File: src/occ_pkg.sv
// constants, register map and field layout of the output clamp and
// fault configuration block; shared by the block and its code selector.
// assumes a 32-bit AXI4-Lite register bus and a single 125 MHz clock.
//
// Behaviour
// - lock bit 0 set refuses memory writes; the code still accepts writes to the mode register
// - bit 1 connects output filter capacitor pin
// - bit 2 enables all analog diagnostics globally
// - bit 3 selects high-offset linearization algorithm
// - bits 4 to 6 hold temperature current
// - diagnosed fault replaces code with fault code
// - fault code keeps upper byte, lower zero
// - first coefficient keeps upper byte, lower zero
// - coefficients two to four are full 16-bit
// - code below floor becomes lower clamp value
// - code above ceiling becomes upper clamp value
// - lower clamp value is 12-bit programmable field
// - upper clamp value is 12-bit programmable field
package occ_pkg;

  // register indices; byte address is four times the index
  localparam logic [31:0] IDX_MODE = 32'h4000_0028;
  localparam logic [31:0] IDX_FAULT = 32'h4000_002A;
  localparam logic [31:0] IDX_K0 = 32'h4000_002B;
  localparam logic [31:0] IDX_K1 = 32'h4000_002C;
  localparam logic [31:0] IDX_K2 = 32'h4000_002E;
  localparam logic [31:0] IDX_M1 = 32'h4000_0030;
  localparam logic [31:0] IDX_FLOOR = 32'h4000_0032;
  localparam logic [31:0] IDX_CEIL = 32'h4000_0034;
  localparam logic [31:0] IDX_CLAMP_LO = 32'h4000_0036;
  localparam logic [31:0] IDX_CLAMP_HI = 32'h4000_0038;
  localparam logic [31:0] IDX_STATUS = 32'h4000_003C;

  // byte addresses, kept to the 32-bit bus width
  localparam logic [31:0] ADR_MODE = IDX_MODE << 2;
  localparam logic [31:0] ADR_FAULT = IDX_FAULT << 2;
  localparam logic [31:0] ADR_K0 = IDX_K0 << 2;
  localparam logic [31:0] ADR_K1 = IDX_K1 << 2;
  localparam logic [31:0] ADR_K2 = IDX_K2 << 2;
  localparam logic [31:0] ADR_M1 = IDX_M1 << 2;
  localparam logic [31:0] ADR_FLOOR = IDX_FLOOR << 2;
  localparam logic [31:0] ADR_CEIL = IDX_CEIL << 2;
  localparam logic [31:0] ADR_CLAMP_LO = IDX_CLAMP_LO << 2;
  localparam logic [31:0] ADR_CLAMP_HI = IDX_CLAMP_HI << 2;
  localparam logic [31:0] ADR_STATUS = IDX_STATUS << 2;

  // mode register field positions
  localparam int MODE_LOCK_BIT = 0;
  localparam int MODE_CAP_BIT = 1;
  localparam int MODE_DIAG_BIT = 2;
  localparam int MODE_OFS_BIT = 3;
  localparam int MODE_ITEMP_LSB = 4;
  localparam logic [7:0] MODE_WR_MASK = 8'h7F;

  // status register field positions
  localparam int STAT_FAULT_BIT = 16;
  localparam int STAT_LOW_BIT = 17;
  localparam int STAT_HIGH_BIT = 18;

  // values after reset
  localparam logic [7:0] RST_BYTE = 8'h00;
  localparam logic [15:0] RST_COEF = 16'h0000;
  localparam logic [11:0] RST_FLOOR = 12'h000;
  localparam logic [11:0] RST_CEIL = 12'hFFF;
  localparam logic [11:0] RST_CLAMP = 12'h000;
  localparam logic [7:0] FIXED_LOW_BYTE = 8'h00;

  // bus responses
  localparam logic [1:0] RESP_OKAY = 2'b00;
  localparam logic [1:0] RESP_SLVERR = 2'b10;

  // register selected by an address
  typedef enum {
    REG_MODE, REG_FAULT, REG_K0, REG_K1, REG_K2, REG_M1, REG_FLOOR,
    REG_CEIL, REG_CLAMP_LO, REG_CLAMP_HI, REG_STATUS, REG_NONE
  } occ_reg_t;

endpackage : occ_pkg

File: src/occ_cfg.sv
// configuration register file of the output path with AXI4-Lite slave,
// driving mode outputs, filter coefficients and the output code selector.
// assumes fault_in arrives asynchronously; raw_code is on clk.
`timescale 1ns/1ns
module occ_cfg (
  // clock and reset
  input wire logic clk,
  input wire logic rst,
  // axi4-lite write address
  input wire logic [31:0] s_axi_awaddr,
  input wire logic s_axi_awvalid,
  output logic s_axi_awready,
  // axi4-lite write data
  input wire logic [31:0] s_axi_wdata,
  input wire logic [3:0] s_axi_wstrb,
  input wire logic s_axi_wvalid,
  output logic s_axi_wready,
  // axi4-lite write response
  output logic [1:0] s_axi_bresp,
  output logic s_axi_bvalid,
  input wire logic s_axi_bready,
  // axi4-lite read address
  input wire logic [31:0] s_axi_araddr,
  input wire logic s_axi_arvalid,
  output logic s_axi_arready,
  // axi4-lite read data
  output logic [31:0] s_axi_rdata,
  output logic [1:0] s_axi_rresp,
  output logic s_axi_rvalid,
  input wire logic s_axi_rready,
  // output path
  input wire logic [15:0] raw_code,
  input wire logic fault_in,
  output logic [15:0] out_code,
  // mode outputs
  output logic write_locked,
  output logic output_filter_cap_pin,
  output logic analog_diag_global_on,
  output logic high_offset_lin,
  output logic [2:0] temp_source_current_setting,
  // filter coefficients
  output logic [15:0] lowpass_coef_k0,
  output logic [15:0] lowpass_coef_k1,
  output logic [15:0] lowpass_coef_k2,
  output logic [15:0] lowpass_coef_m1
);

  // whole state of the block in one record
  typedef struct packed {
    // captured write address and data
    logic aw_held;
    logic [31:0] aw_addr;
    logic w_held;
    logic [31:0] w_data;
    logic [3:0] w_strb;
    // answers on the bus
    logic bvalid;
    logic [1:0] bresp;
    logic rvalid;
    logic [31:0] rdata;
    logic [1:0] rresp;
    // stored settings
    logic [7:0] mode;
    logic [7:0] fault_hi;
    logic [7:0] k0_hi;
    logic [15:0] k1;
    logic [15:0] k2;
    logic [15:0] m1;
    logic [11:0] floor_v;
    logic [11:0] ceil_v;
    logic [11:0] clamp_lo;
    logic [11:0] clamp_hi;
    // two-stage synchroniser of the fault pin
    logic [1:0] fault_sync;
  } occ_cfg_state_t;

  occ_cfg_state_t s_r;
  occ_cfg_state_t s_nxt;

  logic fault_active;
  logic below;
  logic above;

  // map a byte address onto a register
  // addresses outside the map fall to REG_NONE and answer an error
  function automatic occ_pkg::occ_reg_t decode(input logic [31:0] a);
    case (a)
      occ_pkg::ADR_MODE: decode = occ_pkg::REG_MODE;
      occ_pkg::ADR_FAULT: decode = occ_pkg::REG_FAULT;
      occ_pkg::ADR_K0: decode = occ_pkg::REG_K0;
      occ_pkg::ADR_K1: decode = occ_pkg::REG_K1;
      occ_pkg::ADR_K2: decode = occ_pkg::REG_K2;
      occ_pkg::ADR_M1: decode = occ_pkg::REG_M1;
      occ_pkg::ADR_FLOOR: decode = occ_pkg::REG_FLOOR;
      occ_pkg::ADR_CEIL: decode = occ_pkg::REG_CEIL;
      occ_pkg::ADR_CLAMP_LO: decode = occ_pkg::REG_CLAMP_LO;
      occ_pkg::ADR_CLAMP_HI: decode = occ_pkg::REG_CLAMP_HI;
      occ_pkg::ADR_STATUS: decode = occ_pkg::REG_STATUS;
      default: decode = occ_pkg::REG_NONE;
    endcase
  endfunction : decode

  // merge the two low byte lanes of a write into a 16-bit value
  // lanes two and three carry nothing for these registers
  function automatic logic [15:0] merge16(input logic [15:0] old,
                                          input logic [31:0] d,
                                          input logic [3:0] st);
    merge16 = old;
    if (st[0]) begin
      merge16[7:0] = d[7:0];
    end
    if (st[1]) begin
      merge16[15:8] = d[15:8];
    end
  endfunction : merge16

  // merge byte lane 0 into an 8-bit value
  function automatic logic [7:0] merge8(input logic [7:0] old,
                                        input logic [31:0] d,
                                        input logic [3:0] st);
    merge8 = st[0] ? d[7:0] : old;
  endfunction : merge8

  // next state: bus handshakes, register writes and read data
  always_comb begin
    occ_pkg::occ_reg_t wsel;
    occ_pkg::occ_reg_t rsel;
    logic locked;
    logic [15:0] tmp;
    wsel = decode(s_r.aw_addr);
    rsel = decode(s_axi_araddr);
    locked = s_r.mode[occ_pkg::MODE_LOCK_BIT];
    tmp = 16'h0000;
    s_nxt = s_r;
    // level from an asynchronous pin, two flops before use
    s_nxt.fault_sync = {s_r.fault_sync[0], fault_in};
    // hold address and data until both are present
    if (s_axi_awvalid && s_axi_awready) begin
      s_nxt.aw_held = 1'b1;
      s_nxt.aw_addr = s_axi_awaddr;
    end
    if (s_axi_wvalid && s_axi_wready) begin
      s_nxt.w_held = 1'b1;
      s_nxt.w_data = s_axi_wdata;
      s_nxt.w_strb = s_axi_wstrb;
    end
    if (s_r.bvalid && s_axi_bready) begin
      s_nxt.bvalid = 1'b0;
    end
    // readies stay low while bvalid is up, so a held beat is kept
    // perform the write once address and data are both held
    if (s_r.aw_held && s_r.w_held && !s_r.bvalid) begin
      s_nxt.aw_held = 1'b0;
      s_nxt.w_held = 1'b0;
      s_nxt.bvalid = 1'b1;
      s_nxt.bresp = occ_pkg::RESP_OKAY;
      if (wsel == occ_pkg::REG_NONE || wsel == occ_pkg::REG_STATUS) begin
        s_nxt.bresp = occ_pkg::RESP_SLVERR;
      end else if (wsel == occ_pkg::REG_MODE) begin
        // lock bit stays writable so the lock can be lifted
        // bit 7 is masked off so it always reads zero
        s_nxt.mode = merge8(s_r.mode, s_r.w_data, s_r.w_strb)
                     & occ_pkg::MODE_WR_MASK;
      end else if (locked) begin
        // a locked write answers an error and changes nothing
        s_nxt.bresp = occ_pkg::RESP_SLVERR;
      end else begin
        case (wsel)
          occ_pkg::REG_FAULT: begin
            s_nxt.fault_hi = merge8(s_r.fault_hi, s_r.w_data,
                                    s_r.w_strb);
          end
          occ_pkg::REG_K0: begin
            s_nxt.k0_hi = merge8(s_r.k0_hi, s_r.w_data, s_r.w_strb);
          end
          occ_pkg::REG_K1: begin
            s_nxt.k1 = merge16(s_r.k1, s_r.w_data, s_r.w_strb);
          end
          occ_pkg::REG_K2: begin
            s_nxt.k2 = merge16(s_r.k2, s_r.w_data, s_r.w_strb);
          end
          occ_pkg::REG_M1: begin
            s_nxt.m1 = merge16(s_r.m1, s_r.w_data, s_r.w_strb);
          end
          occ_pkg::REG_FLOOR: begin
            // twelve-bit fields drop the top nibble of the write
            tmp = merge16({4'h0, s_r.floor_v}, s_r.w_data, s_r.w_strb);
            s_nxt.floor_v = tmp[11:0];
          end
          occ_pkg::REG_CEIL: begin
            tmp = merge16({4'h0, s_r.ceil_v}, s_r.w_data, s_r.w_strb);
            s_nxt.ceil_v = tmp[11:0];
          end
          occ_pkg::REG_CLAMP_LO: begin
            tmp = merge16({4'h0, s_r.clamp_lo}, s_r.w_data, s_r.w_strb);
            s_nxt.clamp_lo = tmp[11:0];
          end
          occ_pkg::REG_CLAMP_HI: begin
            tmp = merge16({4'h0, s_r.clamp_hi}, s_r.w_data, s_r.w_strb);
            s_nxt.clamp_hi = tmp[11:0];
          end
          default: begin
            s_nxt.bresp = occ_pkg::RESP_SLVERR;
          end
        endcase
      end
    end
    // read channel: answer one cycle after the address is taken
    // arready is low while rvalid is up, so one read is under way
    if (s_r.rvalid && s_axi_rready) begin
      s_nxt.rvalid = 1'b0;
    end
    if (s_axi_arvalid && s_axi_arready) begin
      s_nxt.rvalid = 1'b1;
      s_nxt.rresp = occ_pkg::RESP_OKAY;
      s_nxt.rdata = 32'h0000_0000;
      case (rsel)
        occ_pkg::REG_MODE: s_nxt.rdata[7:0] = s_r.mode;
        occ_pkg::REG_FAULT: s_nxt.rdata[7:0] = s_r.fault_hi;
        occ_pkg::REG_K0: s_nxt.rdata[7:0] = s_r.k0_hi;
        occ_pkg::REG_K1: s_nxt.rdata[15:0] = s_r.k1;
        occ_pkg::REG_K2: s_nxt.rdata[15:0] = s_r.k2;
        occ_pkg::REG_M1: s_nxt.rdata[15:0] = s_r.m1;
        occ_pkg::REG_FLOOR: s_nxt.rdata[11:0] = s_r.floor_v;
        occ_pkg::REG_CEIL: s_nxt.rdata[11:0] = s_r.ceil_v;
        occ_pkg::REG_CLAMP_LO: s_nxt.rdata[11:0] = s_r.clamp_lo;
        occ_pkg::REG_CLAMP_HI: s_nxt.rdata[11:0] = s_r.clamp_hi;
        occ_pkg::REG_STATUS: begin
          // snapshot of the selector when the address is taken
          s_nxt.rdata[15:0] = out_code;
          s_nxt.rdata[occ_pkg::STAT_FAULT_BIT] = fault_active;
          s_nxt.rdata[occ_pkg::STAT_LOW_BIT] = below;
          s_nxt.rdata[occ_pkg::STAT_HIGH_BIT] = above;
        end
        default: s_nxt.rresp = occ_pkg::RESP_SLVERR;
      endcase
    end
  end

  // register all state; constants only under reset
  // settings get their reset values; the rest starts at zero
  always_ff @(posedge clk or posedge rst) begin
    if (rst) begin
      s_r <= '0;
      s_r.mode <= occ_pkg::RST_BYTE;
      s_r.fault_hi <= occ_pkg::RST_BYTE;
      s_r.k0_hi <= occ_pkg::RST_BYTE;
      s_r.k1 <= occ_pkg::RST_COEF;
      s_r.k2 <= occ_pkg::RST_COEF;
      s_r.m1 <= occ_pkg::RST_COEF;
      s_r.floor_v <= occ_pkg::RST_FLOOR;
      s_r.ceil_v <= occ_pkg::RST_CEIL;
      s_r.clamp_lo <= occ_pkg::RST_CLAMP;
      s_r.clamp_hi <= occ_pkg::RST_CLAMP;
    end else begin
      s_r <= s_nxt;
    end
  end

  // bus handshake outputs
  // readies are combinational, so a request is taken the edge it meets
  assign s_axi_awready = !s_r.aw_held && !s_r.bvalid;
  assign s_axi_wready = !s_r.w_held && !s_r.bvalid;
  assign s_axi_bvalid = s_r.bvalid;
  assign s_axi_bresp = s_r.bresp;
  assign s_axi_arready = !s_r.rvalid;
  assign s_axi_rvalid = s_r.rvalid;
  assign s_axi_rdata = s_r.rdata;
  assign s_axi_rresp = s_r.rresp;

  // mode outputs straight from the mode register
  // settings act on the outputs from the edge the write lands
  assign write_locked = s_r.mode[occ_pkg::MODE_LOCK_BIT];
  assign output_filter_cap_pin = s_r.mode[occ_pkg::MODE_CAP_BIT];
  assign analog_diag_global_on = s_r.mode[occ_pkg::MODE_DIAG_BIT];
  assign high_offset_lin = s_r.mode[occ_pkg::MODE_OFS_BIT];
  assign temp_source_current_setting =
    s_r.mode[occ_pkg::MODE_ITEMP_LSB +: 3];

  // coefficients; low byte of the first is fixed zero
  // the filter reads these levels directly; no shadow copy is kept
  assign lowpass_coef_k0 = {s_r.k0_hi, occ_pkg::FIXED_LOW_BYTE};
  assign lowpass_coef_k1 = s_r.k1;
  assign lowpass_coef_k2 = s_r.k2;
  assign lowpass_coef_m1 = s_r.m1;

  // output code selection with fault override and clamping
  // the fault level reaches the selector only after both sync flops
  occ_code_sel u_sel (
    .clk(clk),
    .rst(rst),
    .raw_code(raw_code),
    .fault(s_r.fault_sync[1]),
    .diag_on(s_r.mode[occ_pkg::MODE_DIAG_BIT]),
    .fault_hi(s_r.fault_hi),
    .range_floor(s_r.floor_v),
    .range_ceil(s_r.ceil_v),
    .clamp_lo(s_r.clamp_lo),
    .clamp_hi(s_r.clamp_hi),
    .out_code(out_code),
    .fault_active(fault_active),
    .below(below),
    .above(above)
  );

endmodule : occ_cfg

File: src/occ_code_sel.sv
// output converter code selector: fault override, then range clamping.
// assumes raw_code and fault come from logic on the same clock.
`timescale 1ns/1ns
module occ_code_sel (
  // clock and reset
  input wire logic clk,
  input wire logic rst,
  // incoming code and fault
  input wire logic [15:0] raw_code,
  input wire logic fault,
  // settings
  input wire logic diag_on,
  input wire logic [7:0] fault_hi,
  input wire logic [11:0] range_floor,
  input wire logic [11:0] range_ceil,
  input wire logic [11:0] clamp_lo,
  input wire logic [11:0] clamp_hi,
  // selected code and flags
  output logic [15:0] out_code,
  output logic fault_active,
  output logic below,
  output logic above
);

  typedef struct packed {
    logic [15:0] code;
    logic flt;
    logic lo;
    logic hi;
  } occ_sel_state_t;

  occ_sel_state_t s_r;
  occ_sel_state_t s_nxt;

  // pick the next code; fault first, then clamps, else pass through
  always_comb begin
    s_nxt.flt = diag_on & fault;
    s_nxt.lo = raw_code < {4'h0, range_floor};
    s_nxt.hi = raw_code > {4'h0, range_ceil};
    if (s_nxt.flt) begin
      s_nxt.code = {fault_hi, occ_pkg::FIXED_LOW_BYTE};
    end else if (s_nxt.lo) begin
      s_nxt.code = {4'h0, clamp_lo};
    end else if (s_nxt.hi) begin
      s_nxt.code = {4'h0, clamp_hi};
    end else begin
      s_nxt.code = raw_code;
    end
  end

  // register the selection
  always_ff @(posedge clk or posedge rst) begin
    if (rst) begin
      s_r <= '0;
    end else begin
      s_r <= s_nxt;
    end
  end

  assign out_code = s_r.code;
  assign fault_active = s_r.flt;
  assign below = s_r.lo;
  assign above = s_r.hi;

endmodule : occ_code_sel

File: config.mk
export PLATFORM = sky130hd
export DESIGN_NAME = occ_cfg
export DESIGN_NICKNAME = d
export VERILOG_FILES = /design/src/occ_pkg.sv /design/src/occ_cfg.sv /design/src/occ_code_sel.sv
export SDC_FILE = /design/constraint.sdc
export NUM_CORES = 1
export LEC_CHECK = 0
export BUFFER_PORTS_ARGS = -buffer_cell sky130_fd_sc_hd__buf_2
export CAP_MARGIN = 20
export CORE_UTILIZATION = 55
export DETAILED_ROUTE_END_ITERATION = 16
export PLACE_DENSITY = 0.8
export SYNTH_ARGS = -nofsm -noshare
export SYNTH_HDL_FRONTEND = slang
export SYNTH_SLANG_ARGS = --single-unit
File: constraint.sdc
create_clock -name clk -period 13.45 [get_ports clk]
set_input_delay 2.69 -clock clk [delete_from_list [all_inputs] [get_ports clk]]
set_output_delay 2.69 -clock clk [all_outputs]
set_load 0.03 [all_outputs]
==> metrics.yaml <==
grt_pass1_vias: 7850
pre_cts_ws_ns: 7.372
seq_area_frac_synth: 0.4939
synth_simple_gate_area_frac: 0.09438
synth_area_mm2: 0.01092
core-area_mm2: 0.01946
post_synth_xor_area_fraction: 0
timing.hold.worst_endpoint: "s_r[1]"
wl_per_cell_um: 20.94
multi_input_area_mm2: 0.004577
syn-instance-count: 932
synth.ff_latch_count: 215
layout.core_utilization: 0.6350
floorplan.rows: 51
hold_depth: 0
edff_count_synth: 0
setup-violations-final: 0
predominant_post_synthesis_flop_cell: "dfrtp_1"
setup.worst_path.end_class: "flip-flop"
grt_antenna_before_repair: 0
timing.rr.end: "u_sel.out_code[6]"
hpwl_after_dpl_um: 20460
fin_total_pwr_mw: 1.778
final_cell_area_mm2: 0.01236
library_cell_used_as_clock_root_buffer: "clkbuf_16"
cts-buffers-inserted: 23
p_per_area_mw_per_mm2: 143.9
r2r_slack_ns: 10.30
remaining_drc_errors: 0
die_height_um: 142.9
critical_path_arrival_ns: 5.93
timing_worst_slew_pin_value_ns: 1.039
n_fill_cell: 1529
post_synth_adder_cell_area: 0.02634
placed_area_mm2: 0.01156
synth_compound_area_frac: 0.1061
maxCapViolations: 0
dr_total_vias: 7839
hold_viol: 0
grt_max_degree: 87
synth.mux.area_fraction: 0.1828
detail_route.wirelength_um: 28100
routed_via_density: 5.841
worst_slack_ns: 7.955
number_of_port_buffers: 210
post_route_cells_drive_above_1_share: 0.4355
cp_max_fo: 19
async_reset_ff_frac: 1.000
drt.antenna.violating_nets: 0
fmaxAchievable_mhz: 182.0
synth_top_family_by_area: "multiplexers"
count_of_synthesis_stage_warnings_from_yosys: 0
clock_tree.buffer_depth: 3
synthesis.area_per_instance_um2: 11.72
cts_tree: "yes"
worst_reg2reg_path_length_in_cells: 10
critical_path.startpoint_type: "primary input"
global_route.overflow_total: 0
syn2layout_area_growth_pct: 13.13
grt_setup_unrepaired: "no"
fin_crit_sh: 0.4086
p_leak_nw: 6.034
detailedRoute.firstPassIterationCount: 9
fp.dieArea_mm2: 0.02043
ff_latch_area_mm2: 0.005395
drt-initial-drc-count: 670
peakVddDrop_mv: 0.1505
global_route_wire_length_before_repair_um: 43250
post_cts.repair.setup_buffers: 0
io_pins: 252
number_of_levels_in_the_clock_h_tree: 1
clk_pin_slew_worst_paths_ns: 0.06
last_weighted_congestion_value_of_the_routability_driven_placer: 0.8897
min_period_ns: 5.495
grt_usage: 0.2810
run_status: "completed"
fp.dieW_um: 142.9
worst_skew_pair.late_latency_ns: 0.52
final_nets: 1207
max_slew_margin: 0.3075
clock-sinks: 215
cts.hold.buffers_added: 0
finish.cell_count_without_fillers: 1342
reg2reg_from: "s_r[30]"
critPathRequiredTime_ns: 13.89
holdWs_ns: 0.3572
effective_utilization_at_floorplan: 0.5613
worst-setup-path-type: "in -> reg"
cts_resized: 0
critical_path.slowest_cell: "or4_1"
antenna_cells_inserted: 0
timing.hold.worst.class: "reg -> reg"
holdCritStartpoint: "s_nxt[1]"
finalMaxSlewViolations: 0
critPathMaxStageDelay_ns: 0.94
setup_total_negative_slack_ns: 0
synth_cell_types: 60
cells_along_the_critical_path: "buf_2, nor4_1, nand4_1, or4_1, nor3_4, a22oi_1, a41oi_1, a21o_1"
worst_clock_skew_ns: 0.03573
dp_cells: 1299
## worst max path at each step
stage	cells after the start	start	end	slack, ns
5_1_grt	8	s_axi_araddr[20]	s_axi_rdata[8]	7.83
2_1_floorplan	1	rst	analog_diag_global_on	4.90
6_report	8	s_axi_araddr[20]	s_axi_rdata[9]	7.95
3_5_place_dp	7	s_axi_araddr[20]	s_axi_rdata[1]	7.37
4_1_cts	7	s_axi_araddr[20]	s_axi_rdata[1]	7.91
3_3_place_gp	7	s_axi_araddr[20]	s_axi_rdata[1]	7.39
## where the power goes
group | internal, mW | switching, mW
sequential | 0.732 | 0.120
clock | 0.396 | 0.253
combinational | 0.135 | 0.142
total | 1.26 | 0.515
## state kept, by name (all words and copies together), names as in the netlist, 3 cells and up
| register | count |
|---|---|
| lowpass_coef_k0 | 8 |
| lowpass_coef_k1 | 16 |
| lowpass_coef_k2 | 16 |
| lowpass_coef_m1 | 16 |
| s_axi_rdata | 19 |
| s_r | 109 |
| temp_source_current_setting | 3 |
| u_sel.out_code | 16 |
## cells in the final DEF, fill, tap and decap left out, types with 8 or more instances in the layout
cell	Yosys	layout
a21oi_1	17	17
a221oi_1	18	18
a22o_1	20	20
a22oi_1	12	12
a31oi_1	8	8
a32oi_1	12	12
buf_2	9	210
buf_4	103	11
clkbuf_16	0	23
conb_1	1	23
dfrtp_1	203	203
dfstp_2	12	12
ha_1	23	23
inv_1	29	28
mux2_2	172	172
nand2_1	67	67
nand3_1	9	9
nor2_1	18	18
nor3_1	15	13
nor4_1	14	14
o21a_1	8	8
o21ai_0	36	36
## cell families (layout without fill, tap and decap cells)
group,count (synthesis),count (layout)
flops,215,215
simple gates,183,183
mux,178,178
buf+inv,172,295
compound gates,160,160
fa+ha+maj,23,23
other cells,1,23
## area by class of cell
| type | count | share of cell area |
|---|---|---|
| inverters | 31 | 0.01002 |
| repair buffers | 222 | 0.09294 |
| well taps | 265 | 0.02683 |
| clock inverters | 10 | 0.01073 |
| flip-flops and latches | 215 | 0.4366 |
| multi-input cells | 567 | 0.3704 |
| clock buffers | 32 | 0.05255 |
## cell usage after synthesis, types with 8 or more instances
master,count,area share
nor3_1,15,0.0069
a31oi_1,8,0.0046
clkbuf_1,27,0.0093
o21ai_0,36,0.016
a22oi_1,12,0.0082
a32oi_1,12,0.0096
buf_2,9,0.0041
inv_1,29,0.010
nor4_1,14,0.0080
nor2_1,18,0.0062
nand2_1,67,0.023
dfstp_2,12,0.029
buf_4,103,0.071
a22o_1,20,0.016
ha_1,23,0.026
a221oi_1,18,0.014
mux2_2,172,0.18
o21a_1,8,0.0055
a21oi_1,17,0.0078
dfrtp_1,203,0.47
nand3_1,9,0.0041
## layer usage
metal / up-vias / routed length [um] / GRT usage
met2: 389 / 13880 / 0.4811
met1: 3872 / 11330 / 0.3585
li1: 3529 / - / -
met5: - / 0 / 0
met3: 49 / 2319 / 0.05969
met4: 0 / 571 / 0.07980
## critical path, delay by kind of cell
family	cells	cell delay [ns]
buffers and inverters	1	0.09
and+or+nand+nor	4	2.48
AOI/OAI and AO/OA	3	0.66
(Power assumes the default switching activity.)
